<file path="config.mk">
export PLATFORM = sky130hd
export DESIGN_NAME = sdhtx_overhead_regs
export DESIGN_NICKNAME = d
export VERILOG_FILES = /design/src/inc/sdhtx_pkg.sv /design/src/logic/sdhtx_overhead_regs.sv
export SDC_FILE = /design/constraint.sdc
export NUM_CORES = 1
export LEC_CHECK = 0
export ABC_AREA = 1
export BUFFER_PORTS_ARGS = -buffer_cell sky130_fd_sc_hd__buf_2
export CAP_MARGIN = 0
export CORE_MARGIN = 5
export CORE_UTILIZATION = 55
export CTS_BUF_LIST = sky130_fd_sc_hd__clkbuf_8
export DETAILED_ROUTE_END_ITERATION = 6
export PLACE_DENSITY = 0.75
export SYNTH_ARGS = -nofsm -noshare
export SYNTH_HDL_FRONTEND = slang
export SYNTH_SLANG_ARGS = --single-unit
</file>
<file path="constraint.sdc">
create_clock -name clk -period 5.9 [get_ports clk]
set_clock_uncertainty 0.05 [all_clocks]
set_input_delay 0.295 -clock clk [delete_from_list [all_inputs] [get_ports clk]]
set_output_delay 0.295 -clock clk [all_outputs]
set_load 0.005 [all_outputs]
</file>
<file path="src/inc/sdhtx_pkg.sv">
package sdhtx_pkg;
	// Bus geometry
	localparam int AXI_AW   = 12;
	localparam int AXI_DW   = 32;
	localparam int IDX_LSB  = 2;
	localparam int IDX_W    = 8;
	// Register indices, byte address is four times the index
	localparam logic [IDX_W-1:0] IDX_CFG_DEFAULTS   = 8'h30;
	localparam logic [IDX_W-1:0] IDX_NU_R1C8        = 8'h31;
	localparam logic [IDX_W-1:0] IDX_NU_R1C9        = 8'h32;
	localparam logic [IDX_W-1:0] IDX_NU_R2C8        = 8'h33;
	localparam logic [IDX_W-1:0] IDX_NU_R2C9        = 8'h34;
	localparam logic [IDX_W-1:0] IDX_NU_R9C8        = 8'h35;
	localparam logic [IDX_W-1:0] IDX_NU_R9C9        = 8'h36;
	localparam logic [IDX_W-1:0] IDX_TX_K1          = 8'h37;
	localparam logic [IDX_W-1:0] IDX_TX_K2          = 8'h38;
	localparam logic [IDX_W-1:0] IDX_TX_S1          = 8'h39;
	localparam logic [IDX_W-1:0] IDX_TRACE_CTL      = 8'h3a;
	localparam logic [IDX_W-1:0] IDX_TRACE_DATA     = 8'h3b;
	localparam logic [IDX_W-1:0] IDX_MODE           = 8'h40;
	localparam logic [IDX_W-1:0] IDX_SRC_CFG3       = 8'h61;
	localparam logic [IDX_W-1:0] IDX_SRC_CFG2       = 8'h62;
	localparam logic [IDX_W-1:0] IDX_NEG_CAPTURE    = 8'h92;
	localparam logic [IDX_W-1:0] IDX_POS_CAPTURE    = 8'h94;
	localparam logic [IDX_W-1:0] IDX_NEG_COUNT      = 8'he2;
	localparam logic [IDX_W-1:0] IDX_POS_COUNT      = 8'he4;
	// Field positions
	localparam int CTL_CLEAR_BIT    = 0;
	localparam int CTL_PROC_BIT     = 1;
	localparam int CFG_K2_RDI_BIT   = 4;
	localparam int CFG_R1_DEF_BIT   = 5;
	localparam int SRC3_K1_BIT      = 0;
	localparam int SRC3_K2_BIT      = 1;
	localparam int SRC3_S1_BIT      = 2;
	localparam int SRC3_R9C8_BIT    = 6;
	localparam int SRC3_R9C9_BIT    = 7;
	localparam int SRC2_R1C8_LSB    = 0;
	localparam int SRC2_R1C9_LSB    = 2;
	localparam int SRC2_R2C8_LSB    = 4;
	localparam int SRC2_R2C9_LSB    = 6;
	localparam int MODE_ADM_BIT     = 0;
	// Widths and values
	localparam int CNT_W            = 11;
	localparam int TRACE_LEN        = 16;
	localparam int PTR_W            = 4;
	localparam logic [7:0] RST_BYTE       = 8'h00;
	localparam logic [7:0] TRACE_FILL     = 8'h01;
	localparam logic [1:0] SRC_PROCESSOR  = 2'b00;
	localparam logic [1:0] RESP_OKAY      = 2'b00;
	localparam logic [1:0] RESP_SLVERR    = 2'b10;
	// Master to slave
	typedef struct packed {
		logic              awvalid;
		logic [AXI_AW-1:0] awaddr;
		logic              wvalid;
		logic [AXI_DW-1:0] wdata;
		logic [3:0]        wstrb;
		logic              bready;
		logic              arvalid;
		logic [AXI_AW-1:0] araddr;
		logic              rready;
	} sdhtx_axi_req_t;
	// Slave to master
	typedef struct packed {
		logic              awready;
		logic              wready;
		logic              bvalid;
		logic [1:0]        bresp;
		logic              arready;
		logic              rvalid;
		logic [AXI_DW-1:0] rdata;
		logic [1:0]        rresp;
	} sdhtx_axi_rsp_t;
	// Overhead bytes offered to frame assembly, each but the trace byte with its use flag
	typedef struct packed {
		logic [5:0]      national_use;
		logic [5:0][7:0] national_byte;
		logic            aps1_use;
		logic [7:0]      aps1_byte_value;
		logic            aps2_use;
		logic [7:0]      aps2_byte_value;
		logic            sync_status_use;
		logic [7:0]      sync_status_byte_value;
		logic [7:0]      trace_tx_byte;
	} sdhtx_ovh_t;
endpackage : sdhtx_pkg

</file>
<file path="src/logic/sdhtx_overhead_regs.sv">
`timescale 1ns/1ps
// Function
// - with processor control off, frame insertion advances the trace pointer
// - with processor control on, data register accesses advance pointer; 01H sent
// - trace pointer clears only on a 0 to 1 change of the clear bit
// - 8-bit read/write trace data register at 3BH maps to byte at pointer
// - r1c8 national byte from 31H when source is 00 and default disabled
// - r1c9 national byte from 32H when source is 00 and default disabled
// - r2c8 national byte from 33H when its source field is 00
// - r2c9 national byte from 34H when its source field is 00
// - r9c8 national byte from 35H when its source bit is 0
// - r9c9 national byte from 36H when its source bit is 0
// - K1 byte from 37H when its source bit is 0
// - K2 byte from 38H when source bit is 0 and defect source bit is 1
// - S1 byte from 39H when its source bit is 0
// - justification counters count only in add-drop mode; outside it they hold, but a capture write still clears them
// - 11-bit negative counter counts each negative justification
// - 11-bit positive counter counts each positive justification
// - write to negative capture copies counter to buffer and clears it
// - write to positive capture copies counter to buffer and clears it
module sdhtx_overhead_regs (
	input  wire logic                    clk,
	input  wire logic                    rst_n,
	input  wire sdhtx_pkg::sdhtx_axi_req_t axi_req,
	output sdhtx_pkg::sdhtx_axi_rsp_t      axi_rsp,
	input  wire logic                    trace_take,
	input  wire logic                    neg_just,
	input  wire logic                    pos_just,
	output sdhtx_pkg::sdhtx_ovh_t          ovh
);
	import sdhtx_pkg::*;

	typedef struct packed {
		logic                          aw_got;
		logic [AXI_AW-1:0]             aw_addr;
		logic                          w_got;
		logic [AXI_DW-1:0]             w_data;
		logic [3:0]                    w_strb;
		logic                          bvalid;
		logic [1:0]                    bresp;
		logic                          rvalid;
		logic [AXI_DW-1:0]             rdata;
		logic [1:0]                    rresp;
		logic [5:0][7:0]               nu;
		logic [7:0]                    k1;
		logic [7:0]                    k2;
		logic [7:0]                    s1;
		logic [1:0]                    ctl;
		logic [7:0]                    cfg30;
		logic [7:0]                    src61;
		logic [7:0]                    src62;
		logic                          adm;
		logic [PTR_W-1:0]              ptr;
		logic [TRACE_LEN-1:0][7:0]     mem;
		logic [CNT_W-1:0]              neg_cnt;
		logic [CNT_W-1:0]              pos_cnt;
		logic [CNT_W-1:0]              neg_buf;
		logic [CNT_W-1:0]              pos_buf;
		logic [7:0]                    trace_out;
	} sdhtx_state_t;

	sdhtx_state_t state_ff;
	sdhtx_state_t nxt_state;

	// Next pointer with wrap after the last string byte
	function automatic logic [PTR_W-1:0] ptr_step(input logic [PTR_W-1:0] p);
		if (p == PTR_W'(TRACE_LEN - 1)) begin
			ptr_step = '0;
		end else begin
			ptr_step = p + PTR_W'(1);
		end
	endfunction : ptr_step

	// Word index of a byte address
	function automatic logic [IDX_W-1:0] to_idx(input logic [AXI_AW-1:0] a);
		to_idx = a[IDX_LSB +: IDX_W];
	endfunction : to_idx

	// Index belongs to the map
	function automatic logic is_mapped(input logic [IDX_W-1:0] i);
		is_mapped = (i == IDX_CFG_DEFAULTS) || (i == IDX_MODE) || (i == IDX_SRC_CFG3)
			|| (i == IDX_SRC_CFG2) || ((i >= IDX_NU_R1C8) && (i <= IDX_TRACE_DATA))
			|| (i == IDX_NEG_CAPTURE) || (i == IDX_POS_CAPTURE)
			|| (i == IDX_NEG_COUNT) || (i == IDX_POS_COUNT);
	endfunction : is_mapped

	logic                   aw_hs;
	logic                   w_hs;
	logic                   ar_hs;
	logic                   wr_fire;
	logic [AXI_AW-1:0]      wr_addr;
	logic [AXI_DW-1:0]      wr_data;
	logic [3:0]             wr_strb;
	logic [IDX_W-1:0]       wr_idx;
	logic [IDX_W-1:0]       rd_idx;
	logic                   wr_lo;
	logic                   neg_capture;
	logic                   pos_capture;
	logic                   data_wr;
	logic                   data_rd;
	logic                   clear_rise;
	logic [1:0]             new_ctl;
	logic [AXI_DW-1:0]      rd_word;

	// Handshake readiness: one transaction of each kind at a time
	assign aw_hs   = axi_req.awvalid && !state_ff.aw_got && !state_ff.bvalid;
	assign w_hs    = axi_req.wvalid && !state_ff.w_got && !state_ff.bvalid;
	assign ar_hs   = axi_req.arvalid && !state_ff.rvalid;
	assign wr_fire = (state_ff.aw_got || aw_hs) && (state_ff.w_got || w_hs) && !state_ff.bvalid;
	assign wr_addr = state_ff.aw_got ? state_ff.aw_addr : axi_req.awaddr;
	assign wr_data = state_ff.w_got ? state_ff.w_data : axi_req.wdata;
	assign wr_strb = state_ff.w_got ? state_ff.w_strb : axi_req.wstrb;
	assign wr_idx  = to_idx(wr_addr);
	assign rd_idx  = to_idx(axi_req.araddr);
	assign wr_lo   = wr_fire && wr_strb[0];

	// Access side effects
	assign neg_capture = wr_fire && (((wr_idx == IDX_NEG_COUNT) && wr_strb[1])
		|| ((wr_idx == IDX_NEG_CAPTURE) && wr_strb[0]));
	assign pos_capture = wr_fire && (((wr_idx == IDX_POS_COUNT) && wr_strb[1])
		|| ((wr_idx == IDX_POS_CAPTURE) && wr_strb[0]));
	assign data_wr    = wr_lo && (wr_idx == IDX_TRACE_DATA);
	assign data_rd    = ar_hs && (rd_idx == IDX_TRACE_DATA);
	assign new_ctl    = (wr_lo && (wr_idx == IDX_TRACE_CTL)) ? wr_data[1:0] : state_ff.ctl;
	assign clear_rise = new_ctl[CTL_CLEAR_BIT] && !state_ff.ctl[CTL_CLEAR_BIT];

	// Read multiplexer
	always_comb begin
		rd_word = '0;
		case (rd_idx)
			IDX_CFG_DEFAULTS: rd_word[7:0] = state_ff.cfg30;
			IDX_NU_R1C8:      rd_word[7:0] = state_ff.nu[0];
			IDX_NU_R1C9:      rd_word[7:0] = state_ff.nu[1];
			IDX_NU_R2C8:      rd_word[7:0] = state_ff.nu[2];
			IDX_NU_R2C9:      rd_word[7:0] = state_ff.nu[3];
			IDX_NU_R9C8:      rd_word[7:0] = state_ff.nu[4];
			IDX_NU_R9C9:      rd_word[7:0] = state_ff.nu[5];
			IDX_TX_K1:        rd_word[7:0] = state_ff.k1;
			IDX_TX_K2:        rd_word[7:0] = state_ff.k2;
			IDX_TX_S1:        rd_word[7:0] = state_ff.s1;
			IDX_TRACE_CTL:    rd_word[1:0] = state_ff.ctl;
			IDX_TRACE_DATA:   rd_word[7:0] = state_ff.mem[state_ff.ptr];
			IDX_MODE:         rd_word[MODE_ADM_BIT] = state_ff.adm;
			IDX_SRC_CFG3:     rd_word[7:0] = state_ff.src61;
			IDX_SRC_CFG2:     rd_word[7:0] = state_ff.src62;
			IDX_NEG_COUNT:    rd_word[CNT_W-1:0] = state_ff.neg_buf;
			IDX_POS_COUNT:    rd_word[CNT_W-1:0] = state_ff.pos_buf;
			default:          rd_word = '0;
		endcase
	end

	// Next state
	always_comb begin
		nxt_state = state_ff;
		// Write address and data capture, response
		if (aw_hs && !wr_fire) begin
			nxt_state.aw_got  = 1'b1;
			nxt_state.aw_addr = axi_req.awaddr;
		end
		if (w_hs && !wr_fire) begin
			nxt_state.w_got  = 1'b1;
			nxt_state.w_data = axi_req.wdata;
			nxt_state.w_strb = axi_req.wstrb;
		end
		if (wr_fire) begin
			nxt_state.aw_got = 1'b0;
			nxt_state.w_got  = 1'b0;
			nxt_state.bvalid = 1'b1;
			nxt_state.bresp  = is_mapped(wr_idx) ? RESP_OKAY : RESP_SLVERR;
		end else if (state_ff.bvalid && axi_req.bready) begin
			nxt_state.bvalid = 1'b0;
		end
		// Read answer one cycle after the address
		if (ar_hs) begin
			nxt_state.rvalid = 1'b1;
			nxt_state.rdata  = rd_word;
			nxt_state.rresp  = is_mapped(rd_idx) ? RESP_OKAY : RESP_SLVERR;
		end else if (state_ff.rvalid && axi_req.rready) begin
			nxt_state.rvalid = 1'b0;
		end
		// Byte registers
		if (wr_lo) begin
			case (wr_idx)
				IDX_CFG_DEFAULTS: nxt_state.cfg30 = wr_data[7:0];
				IDX_NU_R1C8:      nxt_state.nu[0] = wr_data[7:0];
				IDX_NU_R1C9:      nxt_state.nu[1] = wr_data[7:0];
				IDX_NU_R2C8:      nxt_state.nu[2] = wr_data[7:0];
				IDX_NU_R2C9:      nxt_state.nu[3] = wr_data[7:0];
				IDX_NU_R9C8:      nxt_state.nu[4] = wr_data[7:0];
				IDX_NU_R9C9:      nxt_state.nu[5] = wr_data[7:0];
				IDX_TX_K1:        nxt_state.k1 = wr_data[7:0];
				IDX_TX_K2:        nxt_state.k2 = wr_data[7:0];
				IDX_TX_S1:        nxt_state.s1 = wr_data[7:0];
				IDX_MODE:         nxt_state.adm = wr_data[MODE_ADM_BIT];
				IDX_SRC_CFG3:     nxt_state.src61 = wr_data[7:0];
				IDX_SRC_CFG2:     nxt_state.src62 = wr_data[7:0];
				default:          nxt_state.cfg30 = nxt_state.cfg30;
			endcase
		end
		nxt_state.ctl = new_ctl;
		// Trace string store and pointer; clear beats advance
		if (data_wr) begin
			nxt_state.mem[state_ff.ptr] = wr_data[7:0];
		end
		if (clear_rise) begin
			nxt_state.ptr = '0;
		end else if (state_ff.ctl[CTL_PROC_BIT]) begin
			if (data_wr && data_rd) begin
				nxt_state.ptr = ptr_step(ptr_step(state_ff.ptr));
			end else if (data_wr || data_rd) begin
				nxt_state.ptr = ptr_step(state_ff.ptr);
			end
		end else if (trace_take) begin
			nxt_state.ptr = ptr_step(state_ff.ptr);
		end
		// Justification counters; a capture keeps a same-cycle event
		if (neg_capture) begin
			nxt_state.neg_buf = state_ff.neg_cnt;
			nxt_state.neg_cnt = CNT_W'(neg_just && state_ff.adm);
		end else if (neg_just && state_ff.adm) begin
			nxt_state.neg_cnt = state_ff.neg_cnt + CNT_W'(1);
		end
		if (pos_capture) begin
			nxt_state.pos_buf = state_ff.pos_cnt;
			nxt_state.pos_cnt = CNT_W'(pos_just && state_ff.adm);
		end else if (pos_just && state_ff.adm) begin
			nxt_state.pos_cnt = state_ff.pos_cnt + CNT_W'(1);
		end
		// Outgoing trace byte follows the pointer, fill byte under processor control
		nxt_state.trace_out = nxt_state.ctl[CTL_PROC_BIT] ? TRACE_FILL
			: nxt_state.mem[nxt_state.ptr];
	end

	// State register
	always_ff @(posedge clk or negedge rst_n) begin
		if (!rst_n) begin
			state_ff <= '0;
		end else begin
			state_ff <= nxt_state;
		end
	end

	// Bus answers
	assign axi_rsp.awready = !state_ff.aw_got && !state_ff.bvalid;
	assign axi_rsp.wready  = !state_ff.w_got && !state_ff.bvalid;
	assign axi_rsp.bvalid  = state_ff.bvalid;
	assign axi_rsp.bresp   = state_ff.bresp;
	assign axi_rsp.arready = !state_ff.rvalid;
	assign axi_rsp.rvalid  = state_ff.rvalid;
	assign axi_rsp.rdata   = state_ff.rdata;
	assign axi_rsp.rresp   = state_ff.rresp;

	// Source selection towards frame assembly
	assign ovh.national_byte = state_ff.nu;
	assign ovh.national_use[0] = (state_ff.src62[SRC2_R1C8_LSB +: 2] == SRC_PROCESSOR)
		&& !state_ff.cfg30[CFG_R1_DEF_BIT];
	assign ovh.national_use[1] = (state_ff.src62[SRC2_R1C9_LSB +: 2] == SRC_PROCESSOR)
		&& !state_ff.cfg30[CFG_R1_DEF_BIT];
	assign ovh.national_use[2] = state_ff.src62[SRC2_R2C8_LSB +: 2] == SRC_PROCESSOR;
	assign ovh.national_use[3] = state_ff.src62[SRC2_R2C9_LSB +: 2] == SRC_PROCESSOR;
	assign ovh.national_use[4] = !state_ff.src61[SRC3_R9C8_BIT];
	assign ovh.national_use[5] = !state_ff.src61[SRC3_R9C9_BIT];
	assign ovh.aps1_use        = !state_ff.src61[SRC3_K1_BIT];
	assign ovh.aps1_byte_value = state_ff.k1;
	assign ovh.aps2_use        = !state_ff.src61[SRC3_K2_BIT]
		&& state_ff.cfg30[CFG_K2_RDI_BIT];
	assign ovh.aps2_byte_value = state_ff.k2;
	assign ovh.sync_status_use        = !state_ff.src61[SRC3_S1_BIT];
	assign ovh.sync_status_byte_value = state_ff.s1;
	assign ovh.trace_tx_byte          = state_ff.trace_out;
endmodule : sdhtx_overhead_regs

</file>
==> results.md <==
* EDFF count, synth at 0
* Clk root buf: clkbuf_8
* Initial DRT Pass Iterations at 7
* Clk buf depth at 3
* Setup tns final at 0 ps
* Distinct cells, synth at 50
* Ant diodes at 0
* Fin crit share at 0.750
* Post-Route WL at 53700 µm
* Critical path launch point type: flip-flop
* GR Util All Layers at 0.293
* Initial antenna violation count at 0
* CTS Sinks at 318
* Port Buf Inserts at 142
* Fin. Hold Viols at 0
* Grt total ovfl at 0
* Initial Utilization at 0.558
* Critical Path RT at 6380 ps
* Post-synth ARST share at 1.00
* Core area at 31600 µm²
* Worst-Skew Late Latency at 610 ps
* Critical-path cell list: nor2_1 -> nor2_1 -> nand2_1 -> nor2_4 -> nand3_4 -> nand2_2 -> inv_2 -> nand2_1 -> nand3_1 -> nand2_1 -> buf_4 -> nand2_2 -> inv_2 -> nand2_1 -> a21oi_1 -> nor2_1 -> nor2_1
* CP Class: flip-flop to flip-flop
* Die X at 189 µm
* Worst setup startpoint: state_ff[357]$_DFFE_PN0P_
* Sequential area share after synthesis at 0.452
* Worst rel slew slack at 0.0864
* Mapped Area at 17600 µm²
* RSZ-0062 raised after global routing: false
* Net count, final at 2454
* Num ports at 200
* Run status: finished, final reports clean
* Die ar. at 35700 µm²
* CP max FO at 48
* Endpoint class of the critical path: flip-flop
* Routed via count at 16.1k
* Fin crit period at 4420 ps
* Most used DFF post-synth: dfrtp_1
* MaxCap Viol Count at 0
* Tot Pwr at 7620 µW
* CTS tree: done
* Reg clk slew, reported paths at 60 ps
* Pwr dens at 399 nW/µm²
* Post-DR wirelength/cell at 19.0 µm
* DRT iter0 DRCs at 1857
* Syn. warnings at 0
* # rows at 65
* Dpl hpwl at 35000 µm
* Area Growth Syn to Fin at 8.58%
* H-tree lvl count at 2
* Fmax at 226 MHz
* Max Slew Vio Count at 0
* GPL Wtd Cong at 0.911
* Syn Area/Cell at 7.53 µm²
* Largest net degree at the start of global routing at 132
* First-pass GRT wire length at 83500 µm
* Max VDD drop at 0.211 mV
* Syn Inst Count at 2340
* Die height at 189 µm
* CTS Buf Count at 54
* Worst slew pin tran at 1370 ps
* Setup violators final at 0
* Setup bufs post-CTS at 0
* Slowest-stage cell, CP: dfrtp_1
* Antenna viol nets, final at 0
* Critical Path AT at 4910 ps
* Seq cells post-synth at 318
* Share of layout cells above drive strength 1 at 0.132
* Leak at 0.0100 µW
* Drt drc at 0
* Worst path max stage delay at 710 ps
* Vias in the first global route at 15.2k
* Worst min path class: input port to flip-flop
* Worst hold start: axi_req[5]
* Vias per cell at 5.71
* Post_cts resized at 0
* R2R Path Start: state_ff[357]$_DFFE_PN0P_
## final cells by class
class	instances	area (µm²)
inverters	307	1150
clock buffers	74	1020
fillers	2829	12400
multi-input cells	1506	7210
flip-flops and latches	318	7960
clock inverters	26	116
repair buffers	190	1160
well taps	402	503
## timing repair
item / CTS / global route
hold buffers: 25 / 0
endpoints found under the setup margin: 0 / 0
endpoints found under the hold margin: 139 / 0
## Yosys cell counts, types with 8 or more instances
| cell | instances | area [µm²] |
|---|---|---|
| or2_2 | 16 | 100 |
| mux2_2 | 11 | 124 |
| nand2_1 | 525 | 1970 |
| inv_1 | 290 | 1090 |
| buf_2 | 26 | 130 |
| nand4_1 | 26 | 163 |
| inv_2 | 8 | 30.0 |
| nor3_1 | 22 | 110 |
| nor2_1 | 149 | 559 |
| o21ai_0 | 351 | 1760 |
| nand3_1 | 198 | 991 |
| dfrtp_1 | 318 | 7960 |
| a22o_1 | 18 | 158 |
| o21ai_1 | 24 | 120 |
| clkinv_1 | 8 | 30.0 |
| nor2_4 | 10 | 113 |
| a21oi_1 | 57 | 285 |
| clkbuf_1 | 69 | 259 |
| buf_4 | 131 | 983 |
## cell usage in the layout (no fill, tap or decap), drive strengths merged, types with 2 or more instances in the layout
cell type / Yosys / routed
conb: 1 / 23
clkbuf: 69 / 74
dfrtp: 318 / 318
a22o: 18 / 18
nand3b: 4 / 4
or2: 16 / 16
nor3: 24 / 24
a32o: 5 / 5
buf: 162 / 165
o2111ai: 6 / 6
ha: 7 / 7
xor2: 2 / 2
nor4: 4 / 4
a221oi: 7 / 7
nand4: 26 / 26
dlygate4sd3: 0 / 25
a31oi: 4 / 4
o21ai: 375 / 375
o211ai: 2 / 2
nand3: 199 / 199
a211oi: 2 / 2
nand2: 532 / 532
o22ai: 5 / 5
nor3b: 2 / 2
nor2: 162 / 162
a21oi: 61 / 61
inv: 298 / 319
clkinv: 9 / 13
mux2: 11 / 11
## sequential cells by signal, indices dropped and copies added (netlist names)
| register | flops |
|---|---|
| ovh | 80 |
| state_ff | 223 |
| axi_rsp | 15 |
## metal layers
| layer | routed length, µm | part of all wire | track usage | up-vias |
|---|---|---|---|---|
| li1 | - | - | - | 7490 |
| met1 | 20900 | 0.39 | 0.382 | 7576 |
| met2 | 25500 | 0.47 | 0.481 | 872 |
| met3 | 4840 | 0.090 | 0.0518 | 174 |
| met4 | 2450 | 0.046 | 0.132 | 0 |
| met5 | 0 | 0 | 0 | - |
## cells by family after synthesis
logic type                 after synthesis  synth area share
other                                    1          0.000213
DFF                                    318             0.452
xor gates and xnor gates                 3           0.00149
muxes                                   12           0.00760
AOI/OAI and AO/OA                      492             0.151
adders and majority gates                7           0.00497
and+or+nand+nor                        969             0.237
buffers and inverters                  538             0.145
## worst paths after layout
kind	slack, ps	depth (start not counted)	endpoint
setup / recovery	1480	17	ovh[7]$_DFF_PN0_
setup reg to reg	1480	17	ovh[7]$_DFF_PN0_
hold reg to reg	430	2	axi_rsp[2]$_DFFE_PN0P_
hold / removal	110	3	axi_rsp[1]$_DFFE_PN0P_
min in group asynchronous	290	2	state_ff[36]$_DFFE_PN0P_
max in group asynchronous	4050	3	state_ff[88]$_DFF_PN0_
## per-stage QoR
step	instances	hold slack (ps)	utilization	setup WS [ps]	area, µm²
2_1_floorplan	2362	-50.6	-	3220	17700
3_3_place_gp	2698	380	0.562	1660	17700
3_5_place_dp	2698	379	0.562	1610	17700
4_1_cts	2823	73.1	0.606	1600	19100
5_1_grt	2823	93.2	0.606	1130	19100
6_report	2823	112	0.606	1480	19100
## report_power, final
part	internal, µW	total, µW	leakage (µW)	switching [µW]
combinational	827	2790	0.00532	1970
sequential	2510	2780	0.00403	276
clock	1110	2040	0.000658	929
## worst max-delay path, delay by kind of cell (launching register included)
kind            cells  cell delay [ps]
flops               1              710
simple gates       13             2140
buf+inv             3             1040
compound gates      1              390
(Power assumes the default switching activity.)
